===== src/core/tick_timer_pkg.sv =====
// Constants, register map and field types for the core tick timer
package tick_timer_pkg;

   // ****************************************************************
   // Geometry
   // ****************************************************************
   localparam int          CNT_W       = 24;
   localparam int          DATA_W      = 32;
   localparam int          ADDR_W      = 4;
   localparam int          STRB_W      = DATA_W / 8;
   localparam int          FAST_DIV    = 3;
   localparam int          DIV_W       = 2;

   // ****************************************************************
   // Register map (byte addresses)
   // ****************************************************************
   localparam logic [ADDR_W-1:0] OFS_CONTROL = 4'h0;
   localparam logic [ADDR_W-1:0] OFS_RELOAD  = 4'h4;
   localparam logic [ADDR_W-1:0] OFS_CURRENT = 4'h8;

   // Control/status field positions
   localparam int          BIT_ENABLE  = 0;
   localparam int          BIT_IRQ_EN  = 1;
   localparam int          BIT_CLK_SEL = 2;
   localparam int          BIT_FLAG    = 16;

   // Clock select encodings
   localparam logic        SEL_FAST_DIV3 = 1'b0;
   localparam logic        SEL_BUS_CLOCK = 1'b1;

   // Reset values
   localparam logic [CNT_W-1:0] RELOAD_RST  = 24'h000000;
   localparam logic [CNT_W-1:0] CURRENT_RST = 24'h000000;

   // AXI responses
   localparam logic [1:0]  RESP_OKAY   = 2'h0;
   localparam logic [1:0]  RESP_SLVERR = 2'h2;

   // ****************************************************************
   // Types
   // ****************************************************************
   typedef struct packed {
      logic clk_sel;
      logic irq_en;
      logic enable;
   } ctrl_t;

   localparam ctrl_t CTRL_RST = '{clk_sel: SEL_FAST_DIV3,
                                  irq_en:  1'b0,
                                  enable:  1'b0};

endpackage


===== src/core/core_tick_countdown_timer.sv =====
// Core tick countdown timer with AXI4-Lite register slave
`timescale 1ns/1ps
module core_tick_countdown_timer #(
   parameter int CNT_W = tick_timer_pkg::CNT_W
) (
   input  wire logic                               clock,
   input  wire logic                               rstn,
   input  wire logic                               ce,
   input  wire logic                               fast_pll_clock,
   input  wire logic                               s_axi_awvalid,
   output logic                                    s_axi_awready,
   input  wire logic [tick_timer_pkg::ADDR_W-1:0]  s_axi_awaddr,
   input  wire logic                               s_axi_wvalid,
   output logic                                    s_axi_wready,
   input  wire logic [tick_timer_pkg::DATA_W-1:0]  s_axi_wdata,
   input  wire logic [tick_timer_pkg::STRB_W-1:0]  s_axi_wstrb,
   output logic                                    s_axi_bvalid,
   input  wire logic                               s_axi_bready,
   output logic [1:0]                              s_axi_bresp,
   input  wire logic                               s_axi_arvalid,
   output logic                                    s_axi_arready,
   input  wire logic [tick_timer_pkg::ADDR_W-1:0]  s_axi_araddr,
   output logic                                    s_axi_rvalid,
   input  wire logic                               s_axi_rready,
   output logic [tick_timer_pkg::DATA_W-1:0]       s_axi_rdata,
   output logic [1:0]                              s_axi_rresp,
   output logic                                    tick_exception_line,
   output logic                                    deep_sleep_wake
);
   localparam int DW = tick_timer_pkg::DATA_W;
   localparam int AW = tick_timer_pkg::ADDR_W;
   localparam int SW = tick_timer_pkg::STRB_W;

   tick_timer_pkg::ctrl_t  ctrl_r;
   logic [CNT_W-1:0]       reload_r;
   logic [CNT_W-1:0]       count_r;
   logic                   pend_r;
   logic                   flag_r;
   logic                   tick_s;
   logic                   aw_got_r;
   logic                   w_got_r;
   logic [AW-1:0]          waddr_r;
   logic [DW-1:0]          wdata_r;
   logic [SW-1:0]          wstrb_r;
   logic                   wr_do;
   logic                   wr_ctrl;
   logic                   wr_reload;
   logic                   wr_current;
   logic                   rd_do;
   logic                   rd_ctrl;
   logic [DW-1:0]          rd_nxt;
   logic [DW-1:0]          ctrl_word;
   logic [DW-1:0]          ctrl_nxt;
   logic [DW-1:0]          reload_nxt;
   logic                   count_step;
   logic                   count_load;

   function automatic logic [DW-1:0] merge(input logic [DW-1:0] old_v,
                                           input logic [DW-1:0] new_v,
                                           input logic [SW-1:0] strb);
      logic [DW-1:0] res;
      res = old_v;
      for (int i = 0; i < SW; i++) begin
         if (strb[i]) begin
            res[i*8 +: 8] = new_v[i*8 +: 8];
         end
      end
      return res;
   endfunction

   // ****************************************************************
   // Tick source
   // ****************************************************************
   tick_source #(
      .DIV (tick_timer_pkg::FAST_DIV)
   ) u_tick (
      .clock          (clock),
      .rstn           (rstn),
      .ce             (ce),
      .fast_pll_clock (fast_pll_clock),
      .clk_sel        (ctrl_r.clk_sel),
      .tick           (tick_s)
   );

   // ****************************************************************
   // AXI4-Lite write channel
   // ****************************************************************
   assign s_axi_awready = ~aw_got_r & ~s_axi_bvalid;
   assign s_axi_wready  = ~w_got_r & ~s_axi_bvalid;
   assign wr_do         = ce & aw_got_r & w_got_r & ~s_axi_bvalid;

   always_ff @(posedge clock or negedge rstn) begin
      if (!rstn) begin
         aw_got_r <= 1'b0;
         waddr_r  <= '0;
      end else if (ce) begin
         if (s_axi_awvalid && s_axi_awready) begin
            aw_got_r <= 1'b1;
            waddr_r  <= s_axi_awaddr;
         end else if (wr_do) begin
            aw_got_r <= 1'b0;
         end
      end
   end

   always_ff @(posedge clock or negedge rstn) begin
      if (!rstn) begin
         w_got_r <= 1'b0;
         wdata_r <= '0;
         wstrb_r <= '0;
      end else if (ce) begin
         if (s_axi_wvalid && s_axi_wready) begin
            w_got_r <= 1'b1;
            wdata_r <= s_axi_wdata;
            wstrb_r <= s_axi_wstrb;
         end else if (wr_do) begin
            w_got_r <= 1'b0;
         end
      end
   end

   assign wr_ctrl    = wr_do & (waddr_r == tick_timer_pkg::OFS_CONTROL);
   assign wr_reload  = wr_do & (waddr_r == tick_timer_pkg::OFS_RELOAD);
   assign wr_current = wr_do & (waddr_r == tick_timer_pkg::OFS_CURRENT);

   always_ff @(posedge clock or negedge rstn) begin
      if (!rstn) begin
         s_axi_bvalid <= 1'b0;
         s_axi_bresp  <= tick_timer_pkg::RESP_OKAY;
      end else if (ce) begin
         if (wr_do) begin
            s_axi_bvalid <= 1'b1;
            s_axi_bresp  <= (wr_ctrl | wr_reload | wr_current) ?
                            tick_timer_pkg::RESP_OKAY :
                            tick_timer_pkg::RESP_SLVERR;
         end else if (s_axi_bready) begin
            s_axi_bvalid <= 1'b0;
         end
      end
   end

   // ****************************************************************
   // Control and reload registers
   // ****************************************************************
   assign ctrl_word = {{(DW-1-tick_timer_pkg::BIT_FLAG){1'b0}}, flag_r,
                       {(tick_timer_pkg::BIT_FLAG-3){1'b0}},
                       ctrl_r.clk_sel, ctrl_r.irq_en, ctrl_r.enable};
   assign ctrl_nxt   = merge(ctrl_word, wdata_r, wstrb_r);
   assign reload_nxt = merge(DW'(reload_r), wdata_r, wstrb_r);

   always_ff @(posedge clock or negedge rstn) begin
      if (!rstn) begin
         ctrl_r <= tick_timer_pkg::CTRL_RST;
      end else if (ce && wr_ctrl) begin
         ctrl_r.enable  <= ctrl_nxt[tick_timer_pkg::BIT_ENABLE];
         ctrl_r.irq_en  <= ctrl_nxt[tick_timer_pkg::BIT_IRQ_EN];
         ctrl_r.clk_sel <= ctrl_nxt[tick_timer_pkg::BIT_CLK_SEL];
      end
   end

   always_ff @(posedge clock or negedge rstn) begin
      if (!rstn) begin
         reload_r <= tick_timer_pkg::RELOAD_RST;
      end else if (ce && wr_reload) begin
         reload_r <= reload_nxt[CNT_W-1:0];
      end
   end

   // ****************************************************************
   // Counter
   // ****************************************************************
   assign count_step = tick_s & ctrl_r.enable;
   assign count_load = pend_r | (count_r == '0);

   always_ff @(posedge clock or negedge rstn) begin
      if (!rstn) begin
         count_r <= tick_timer_pkg::CURRENT_RST;
      end else if (count_step) begin
         if (count_load) begin
            count_r <= reload_r;
         end else begin
            count_r <= count_r - 1'b1;
         end
      end
   end

   // A write and a tick in one cycle keep the request for the next tick
   always_ff @(posedge clock or negedge rstn) begin
      if (!rstn) begin
         pend_r <= 1'b0;
      end else if (ce) begin
         if (wr_current) begin
            pend_r <= 1'b1;
         end else if (count_step) begin
            pend_r <= 1'b0;
         end
      end
   end

   // Zero flag: set wins over read-clear and over a current-value write
   always_ff @(posedge clock or negedge rstn) begin
      if (!rstn) begin
         flag_r <= 1'b0;
      end else if (ce) begin
         if (count_step && !pend_r && count_r == CNT_W'(1)) begin
            flag_r <= 1'b1;
         end else if (rd_ctrl || wr_current) begin
            flag_r <= 1'b0;
         end
      end
   end

   assign tick_exception_line = flag_r & ctrl_r.irq_en;
   // Sources are not gated in deep sleep, so no wake request exists
   assign deep_sleep_wake = 1'b0;

   // ****************************************************************
   // AXI4-Lite read channel
   // ****************************************************************
   assign s_axi_arready = ~s_axi_rvalid;
   assign rd_do   = ce & s_axi_arvalid & s_axi_arready;
   assign rd_ctrl = rd_do & (s_axi_araddr == tick_timer_pkg::OFS_CONTROL);

   always_comb begin
      rd_nxt = '0;
      unique case (s_axi_araddr)
         tick_timer_pkg::OFS_CONTROL: rd_nxt = ctrl_word;
         tick_timer_pkg::OFS_RELOAD:  rd_nxt = DW'(reload_r);
         tick_timer_pkg::OFS_CURRENT: rd_nxt = DW'(count_r);
         default:                     rd_nxt = '0;
      endcase
   end

   always_ff @(posedge clock or negedge rstn) begin
      if (!rstn) begin
         s_axi_rvalid <= 1'b0;
         s_axi_rdata  <= '0;
         s_axi_rresp  <= tick_timer_pkg::RESP_OKAY;
      end else if (ce) begin
         if (rd_do) begin
            s_axi_rvalid <= 1'b1;
            s_axi_rdata  <= rd_nxt;
            s_axi_rresp  <= (s_axi_araddr == tick_timer_pkg::OFS_CONTROL ||
                             s_axi_araddr == tick_timer_pkg::OFS_RELOAD  ||
                             s_axi_araddr == tick_timer_pkg::OFS_CURRENT) ?
                            tick_timer_pkg::RESP_OKAY :
                            tick_timer_pkg::RESP_SLVERR;
         end else if (s_axi_rready) begin
            s_axi_rvalid <= 1'b0;
         end
      end
   end

   // ****************************************************************
   // Assertions
   // ****************************************************************
   count_down_a: assert property (@(posedge clock) disable iff (!rstn)
      count_step && !count_load |=> count_r == $past(count_r) - 1'b1)
      else $error("counter did not step down by one");

   fast_spacing_a: assert property (@(posedge clock) disable iff (!rstn)
      tick_s && ctrl_r.clk_sel == tick_timer_pkg::SEL_FAST_DIV3
      |=> !tick_s [*2])
      else $error("divided fast tick came too often");

   bus_every_a: assert property (@(posedge clock) disable iff (!rstn)
      ce && ctrl_r.clk_sel == tick_timer_pkg::SEL_BUS_CLOCK |-> tick_s)
      else $error("bus clock source missed a tick");

   sel_default_a: assert property (@(posedge clock) disable iff (!rstn)
      !$past(rstn) |-> ctrl_r.clk_sel == tick_timer_pkg::SEL_FAST_DIV3)
      else $error("clock select not fast divided after reset");

   zero_flag_a: assert property (@(posedge clock) disable iff (!rstn)
      count_step && !pend_r && count_r == CNT_W'(1) ##0 ctrl_r.irq_en
      |=> flag_r && count_r == '0 ##0 tick_exception_line)
      else $error("zero count did not raise the request");

   write_reload_a: assert property (@(posedge clock) disable iff (!rstn)
      pend_r && count_step |=> count_r == $past(reload_r))
      else $error("current value write did not reload");

   hold_off_a: assert property (@(posedge clock) disable iff (!rstn)
      !ctrl_r.enable |=> $stable(count_r))
      else $error("counter moved while disabled");

   reload_reg_a: assert property (@(posedge clock) disable iff (!rstn)
      wr_reload && wstrb_r == '1 |=> reload_r == $past(wdata_r[CNT_W-1:0]))
      else $error("reload register not written");

   wrap_a: assert property (@(posedge clock) disable iff (!rstn)
      count_step && count_r == '0 |=> count_r == $past(reload_r))
      else $error("counter did not reload after zero");

   bresp_hold_a: assert property (@(posedge clock) disable iff (!rstn)
      s_axi_bvalid && !s_axi_bready |=> s_axi_bvalid)
      else $error("write response dropped before taken");

   wrap_c: cover property (@(posedge clock) disable iff (!rstn)
      count_step && count_r == '0);
   irq_c: cover property (@(posedge clock) disable iff (!rstn)
      $rose(tick_exception_line));
   restart_c: cover property (@(posedge clock) disable iff (!rstn)
      wr_current ##[1:20] count_step);

endmodule


===== src/core/tick_source.sv =====
// Tick source: fast clock divided by three or every bus clock cycle
`timescale 1ns/1ps
module tick_source #(
   parameter int DIV = tick_timer_pkg::FAST_DIV
) (
   input  wire logic clock,
   input  wire logic rstn,
   input  wire logic ce,
   input  wire logic fast_pll_clock,
   input  wire logic clk_sel,
   output logic      tick
);
   logic                               sync1_r;
   logic                               sync2_r;
   logic                               sync3_r;
   logic [tick_timer_pkg::DIV_W-1:0]   div_r;
   logic                               edge_s;

   // ****************************************************************
   // Synchroniser and edge detect
   // ****************************************************************
   // Fast clock must run below half the bus clock to be seen
   always_ff @(posedge clock or negedge rstn) begin
      if (!rstn) begin
         sync1_r <= 1'b0;
         sync2_r <= 1'b0;
         sync3_r <= 1'b0;
      end else if (ce) begin
         sync1_r <= fast_pll_clock;
         sync2_r <= sync1_r;
         sync3_r <= sync2_r;
      end
   end

   assign edge_s = sync2_r & ~sync3_r;

   // ****************************************************************
   // Divide by three
   // ****************************************************************
   always_ff @(posedge clock or negedge rstn) begin
      if (!rstn) begin
         div_r <= '0;
      end else if (ce && edge_s) begin
         if (div_r == tick_timer_pkg::DIV_W'(DIV - 1)) begin
            div_r <= '0;
         end else begin
            div_r <= div_r + 1'b1;
         end
      end
   end

   // Source choice
   assign tick = ce & ((clk_sel == tick_timer_pkg::SEL_BUS_CLOCK) |
                 (edge_s & (div_r == tick_timer_pkg::DIV_W'(DIV - 1))));

endmodule


===== config.mk =====
export PLATFORM = sky130hd
export DESIGN_NAME = core_tick_countdown_timer
export DESIGN_NICKNAME = d
export VERILOG_FILES = /design/src/core/tick_timer_pkg.sv /design/src/core/core_tick_countdown_timer.sv /design/src/core/tick_source.sv
export SDC_FILE = /design/constraint.sdc
export NUM_CORES = 1
export LEC_CHECK = 0
export BUFFER_PORTS_ARGS = -buffer_cell sky130_fd_sc_hd__buf_2
export CORE_UTILIZATION = 50
export CTS_BUF_LIST = sky130_fd_sc_hd__clkbuf_16
export DETAILED_ROUTE_END_ITERATION = 10
export GPL_ROUTABILITY_DRIVEN = 1
export GPL_TIMING_DRIVEN = 0
export PLACE_DENSITY = 0.72
export SLEW_MARGIN = 20
export SYNTH_ARGS = -nofsm -noshare
export SYNTH_HDL_FRONTEND = slang
export SYNTH_SLANG_ARGS = --single-unit
export TNS_END_PERCENT = 5

===== constraint.sdc =====
create_clock -name clock -period 2.7 [get_ports clock]
set_clock_uncertainty 0.2 [all_clocks]
set_input_delay 0.135 -clock clock [delete_from_list [all_inputs] [get_ports clock]]
set_output_delay 0.135 -clock clock [all_outputs]
set_load 0.05 [all_outputs]

* Word-level counts from Yosys, hierarchy flattened
Index checks and enable logic that the tools add are counted.
** Storage, ports and cells
- Register bits after elaboration :: 129
- Input port bits :: 53
- Output and inout port bits :: 43
- Logic and storage cells :: 106
** Cells by class
- Add/subtract/negate cells :: 2
- Equal/unequal tests :: 6
- Muxes and demuxes :: 16
- Bitwise operators :: 25
- Reductions and logical operators :: 34
** Operators by type and width (count)
- $pmux W24 S3 :: 1
- $reduce_and A2 Y1 :: 14
- $eq A24 B1 Y1 const B :: 1
- $logic_not A24 Y1 :: 1
- $mux W24 :: 1
- $sub A24 B1 Y24 const B :: 1
- $and A1 B1 Y1 :: 16
- $reduce_bool A2 Y1 :: 6
- $mux W1 :: 11
- $eq A4 B3 Y1 const B :: 2
- $eq A4 B4 Y1 const B :: 2
- $logic_not A4 Y1 :: 2
- $logic_and A1 B1 Y1 :: 7
- $mux W2 :: 3
- $not A1 Y1 :: 5
- $or A1 B1 Y1 :: 4
- $logic_or A1 B1 Y1 :: 3
- $add A2 B1 Y2 const B :: 1
- $eq A2 B2 Y1 const B :: 1
- $logic_not A1 Y1 :: 1

* Depth between registers and ports, before layout
- Depth in word-level cells :: 10
- Depth in mapped cells :: 10
- Gate-level depth less buffers :: 7

* Modules after synthesis
A second synthesis with hierarchy kept.
** Unflattened totals
- Cell total of the unflattened synthesis :: 505
- Area total of the unflattened synthesis :: 5672.9 um2
** Modules (own cells, without submodules)
- core_tick_countdown_timer :: times used 1, cells each 490, area each 5450.2 um2, sequential area each 2852.7 um2
- tick_source :: times used 1, cells each 15, area each 222.7 um2, sequential area each 125.1 um2

* Worst setup path after synthesis
OpenSTA, ideal clock, no wires.
- Kind :: reg-to-reg
- Start :: register count_r[12]
- End :: register count_r[11]
- Setup time :: 0.126 ns
- Arrival time :: 2.166 ns
- Data required time :: 2.374 ns
- Slack :: 0.208 ns
- Stages on the path, launching flop included :: 9
- Buffers on the path :: 3
- Period minus slack after synthesis :: 2.492 ns
- Cell sequence :: dfrtp_1 > or4_1 > clkbuf_2 > nor3b_4 > a31o_1 > buf_4 > buf_6 > o21ai_1 > a221o_1
** On the way
- Cells in the longest elaborated chain, start to end :: 3
** Ends and longest elaborated chain
- start, declared :: RTL line core_tick_countdown_timer.sv:36 : logic [CNT_W-1:0] count_r;
- start signal, assigned :: RTL line core_tick_countdown_timer.sv:177 : count_r <= tick_timer_pkg::CURRENT_RST;
- start signal, assigned :: RTL line core_tick_countdown_timer.sv:180 : count_r <= reload_r;
- start signal, assigned :: RTL line core_tick_countdown_timer.sv:182 : count_r <= count_r - 1'b1;
- $logic_not A24 Y1 :: RTL line core_tick_countdown_timer.sv:173 : assign count_load = pend_r | (count_r == '0);
- $or A1 B1 Y1 :: RTL line core_tick_countdown_timer.sv:173
- $mux W24 :: RTL line core_tick_countdown_timer.sv:179 : if (count_load) begin
Every way passes these cells.
A chain may end at the register's enable or synchronous reset.

* Worst setup path in the final report
- Start :: register count_r[12]
- End :: register count_r[2]
The elaborated chain is that of the path after synthesis.

==> flow_summary.json <==
{
  "antenna_found_initial": 0,
  "clkTransAtPathRegs_ns": 0.06,
  "fin_nets": 692,
  "overflow": 0,
  "finalPower_uw": 6410,
  "p_leak_uw": 0.00336,
  "syn_area_um2": 5570,
  "met1_length_um": 6040,
  "syn_avg_cell_area_um2": 11.3,
  "core_um2": 10800,
  "rows": 38,
  "cap_violations": 0,
  "synthTopCellsByCount": "119 x dfrtp_1, 62 x mux2_2, 58 x nand2_1, 32 x o21ai_0, 21 x a22oi_1",
  "crit_arrival_ns": 2.78,
  "vias_per_cell": 5.72,
  "drc": 0,
  "yosysUniqueCellTypes": 52,
  "utilization": 0.665,
  "period_needed_ns": 2.69,
  "cts_tree": "yes",
  "wl_per_cell_um": 17.4,
  "peakVddDrop_mv": 0.628,
  "finalWirelength_um": 13700,
  "crit_path_max_fanout": 10,
  "ios": 96,
  "synth_area_leader_cell": "dfrtp_1",
  "grt_usage": 0.263,
  "yosysMostFrequentCell": "dfrtp_1",
  "top_layer": "met4",
  "drv_slew": 0,
  "synth_seq_cells": 119,
  "rr_endpoint": "count_r[2]",
  "first_pass_iters": 5,
  "crit_type": "flip-flop to flip-flop",
  "yosysSeqAreaShare": 0.534,
  "cts_root_buffer": "clkbuf_16",
  "slew_headroom": 0.322,
  "fp.dieW_um": 108,
  "dieArea_um2": 11600,
  "dp_slack_ns": -0.160,
  "grt_pass1_vias": 4632,
  "place.gp.congestion": 0.894,
  "synthCells": 492,
  "cts_inserted_buffers": 17,
  "ant_nets": 0,
  "clkSinkCount": 119,
  "dp.cells": 718,
  "fp.dieH_um": 108,
  "grt_pass1_wl_um": 22800,
  "cts-htree-levels": 4,
  "wl_met3_um": 677,
  "drive_gt1_frac": 0.313,
  "synth_edf_count": 0,
  "drt-initial-drc-count": 266,
  "grt_max_degree": 74,
  "tightest_slew_ns": 1.01,
  "r2r_cells": 8,
  "yosysWarningCount": 0,
  "met2WireLength_um": 6740,
  "synth-async-reset-ratio": 1.00,
  "final_cells": 789,
  "netlist.area_leader.share": 0.534,
  "hold_path.class": "input port to async pin",
  "n_fill_cell": 863,
  "diodes": 0,
  "critPathCaptureType": "flip-flop",
  "setup_viol": 0,
  "cts_buffer_depth": 2,
  "status": "completed",
  "r2r_slack_ns": 0.009,
  "rsz0062_at_grt": "yes",
  "max_freq_mhz": 372,
  "areaGrowthSynthToFinish_pct": 29.3,
  "initial_core_util": 0.514,
  "fin_crit_sh": 0.997,
  "hold_viol": 0,
  "critical_path.slowest_cell": "or4_1",
  "dp_hpwl_um": 9120,
  "r2r-start": "count_r[12]",
  "worstSetupStartpointType": "flip-flop",
  "timing.critical_path.required_ns": 2.79,
  "synth_top_flop_cell": "dfrtp_1",
  "clk-insertion-delay-late_ns": 0.41,
  "vias": 4510,
  "yosys-top-cells-area": "dfrtp_1 53%, mux2_2 13%, nand2_1 3.9%",
  "layout_setup_ws_ns": 0.00936,
  "path_cells": "or4_1 -> buf_2 -> nor3b_4 -> a31o_1 -> buf_4 -> buf_6 -> o21ai_1 -> a221o_1",
  "power_density_nw_per_um2": 889,
  "numPortBuffers": 75,
  "critPathMaxStageDelay_ns": 0.51
}
==> layout by cell type (no fill, tap or decap), types with 4 or more instances in the layout <==
cell type / Yosys / final
dfrtp_1: 119 / 119
buf_2: 0 / 76
mux2_2: 62 / 62
nand2_1: 58 / 58
dlygate4sd3_1: 0 / 38
o21ai_0: 32 / 32
a22oi_1: 21 / 21
nand3_1: 18 / 18
clkbuf_16: 0 / 17
clkbuf_1: 19 / 15
nor2_1: 14 / 14
buf_4: 13 / 14
conb_1: 1 / 11
and3_1: 10 / 10
or4_1: 11 / 10
nand4_1: 8 / 8
nor3_1: 9 / 7
nor4_1: 7 / 6
buf_6: 4 / 6
a221o_1: 6 / 6
clkinvlp_4: 0 / 6
inv_1: 4 / 5
nand4b_1: 5 / 5
a21oi_1: 5 / 5
mux2i_1: 5 / 5
o21ai_1: 5 / 5
a222oi_1: 4 / 4
nor4bb_1: 4 / 4
a2bb2oi_1: 4 / 4
==> worst max-delay path, delay by kind of cell (launching register included) <==
| kind | cells | cell delay, ns |
|---|---|---|
| simple gates | 2 | 0.80 |
| buf+inv | 3 | 0.51 |
| compound gates | 3 | 0.63 |
| flops | 1 | 0.43 |
==> final cells by class <==
cell class                      instances  area [um2]  area share
Clock buffer                           17         425      0.0590
Timing Repair Buffer                  116         805       0.112
Inverter                                4        15.0     0.00208
Multi-Input combinational cell        340        2440       0.338
Tap cell                              140         175      0.0243
Sequential cell                       119        2980       0.413
Clock inverter                         15         139      0.0193
Buffer                                 38         231      0.0321
==> state kept, by name, summed over array words and instances (netlist names), 2 cells and up <==
register / flops
u_tick.div_r: 2
wdata_r: 24
ctrl_r: 3
wstrb_r: 3
reload_r: 24
s_axi_rdata: 24
count_r: 24
waddr_r: 4
==> report_power, final <==
part           internal, uW  total (uW)  switching (uW)
Clock                  1340        2140             801
Combinational           733        1530             796
Sequential             2310        2740             434
Total                  4380        6410            2030
==> worst max-delay path by stage <==
stage                 startpoint           end  slack, ns  cells past startpoint
floorplan            count_r[12]   count_r[11]       0.21                      8
global placement     count_r[12]   count_r[11]      -0.15                      6
detailed placement   count_r[12]   count_r[16]      -0.16                      6
CTS                 s_axi_bvalid  reload_r[12]      0.006                      4
global route         count_r[12]   count_r[16]      -0.08                      8
finish               count_r[12]    count_r[2]      0.009                      8
==> per-stage QoR <==
step	instance area, um2	hold WS, ns	TNS [ns]
floorplan	5610	-0.361	0
global placement	6160	0.166	-14.84
detailed placement	6210	-0.102	-1.58
CTS	7180	0.00131	0
global route	7210	0.0319	-0.448
finish	7210	0.0176	0
==> kinds of logic after synthesis <==
| group | synth area share |
|---|---|
| DFF | 0.534 |
| adders and majority gates | 0.00674 |
| other | 0.000673 |
| AOI/OAI and AO/OA | 0.119 |
| buffers and inverters | 0.0433 |
| muxes | 0.134 |
| and+or+nand+nor | 0.161 |
==> repair_timing <==
item | 4_1_cts | 5_1_grt
endpoints found under the hold margin | 155 | 0
pin swaps | 2 | 1
endpoints found under the setup margin | 22 | 44
gates resized for setup | 5 | 11
hold buffers | 38 | 0
buffers inserted | 2 | 0
==> layer usage <==
layer  up-vias  global-route usage
met4         0               0.123
li1       2105                   -
met5         -                   0
met2       150               0.424
met1      2232               0.336
met3        23              0.0599
Note: power is estimated with default switching activity, not from simulation.
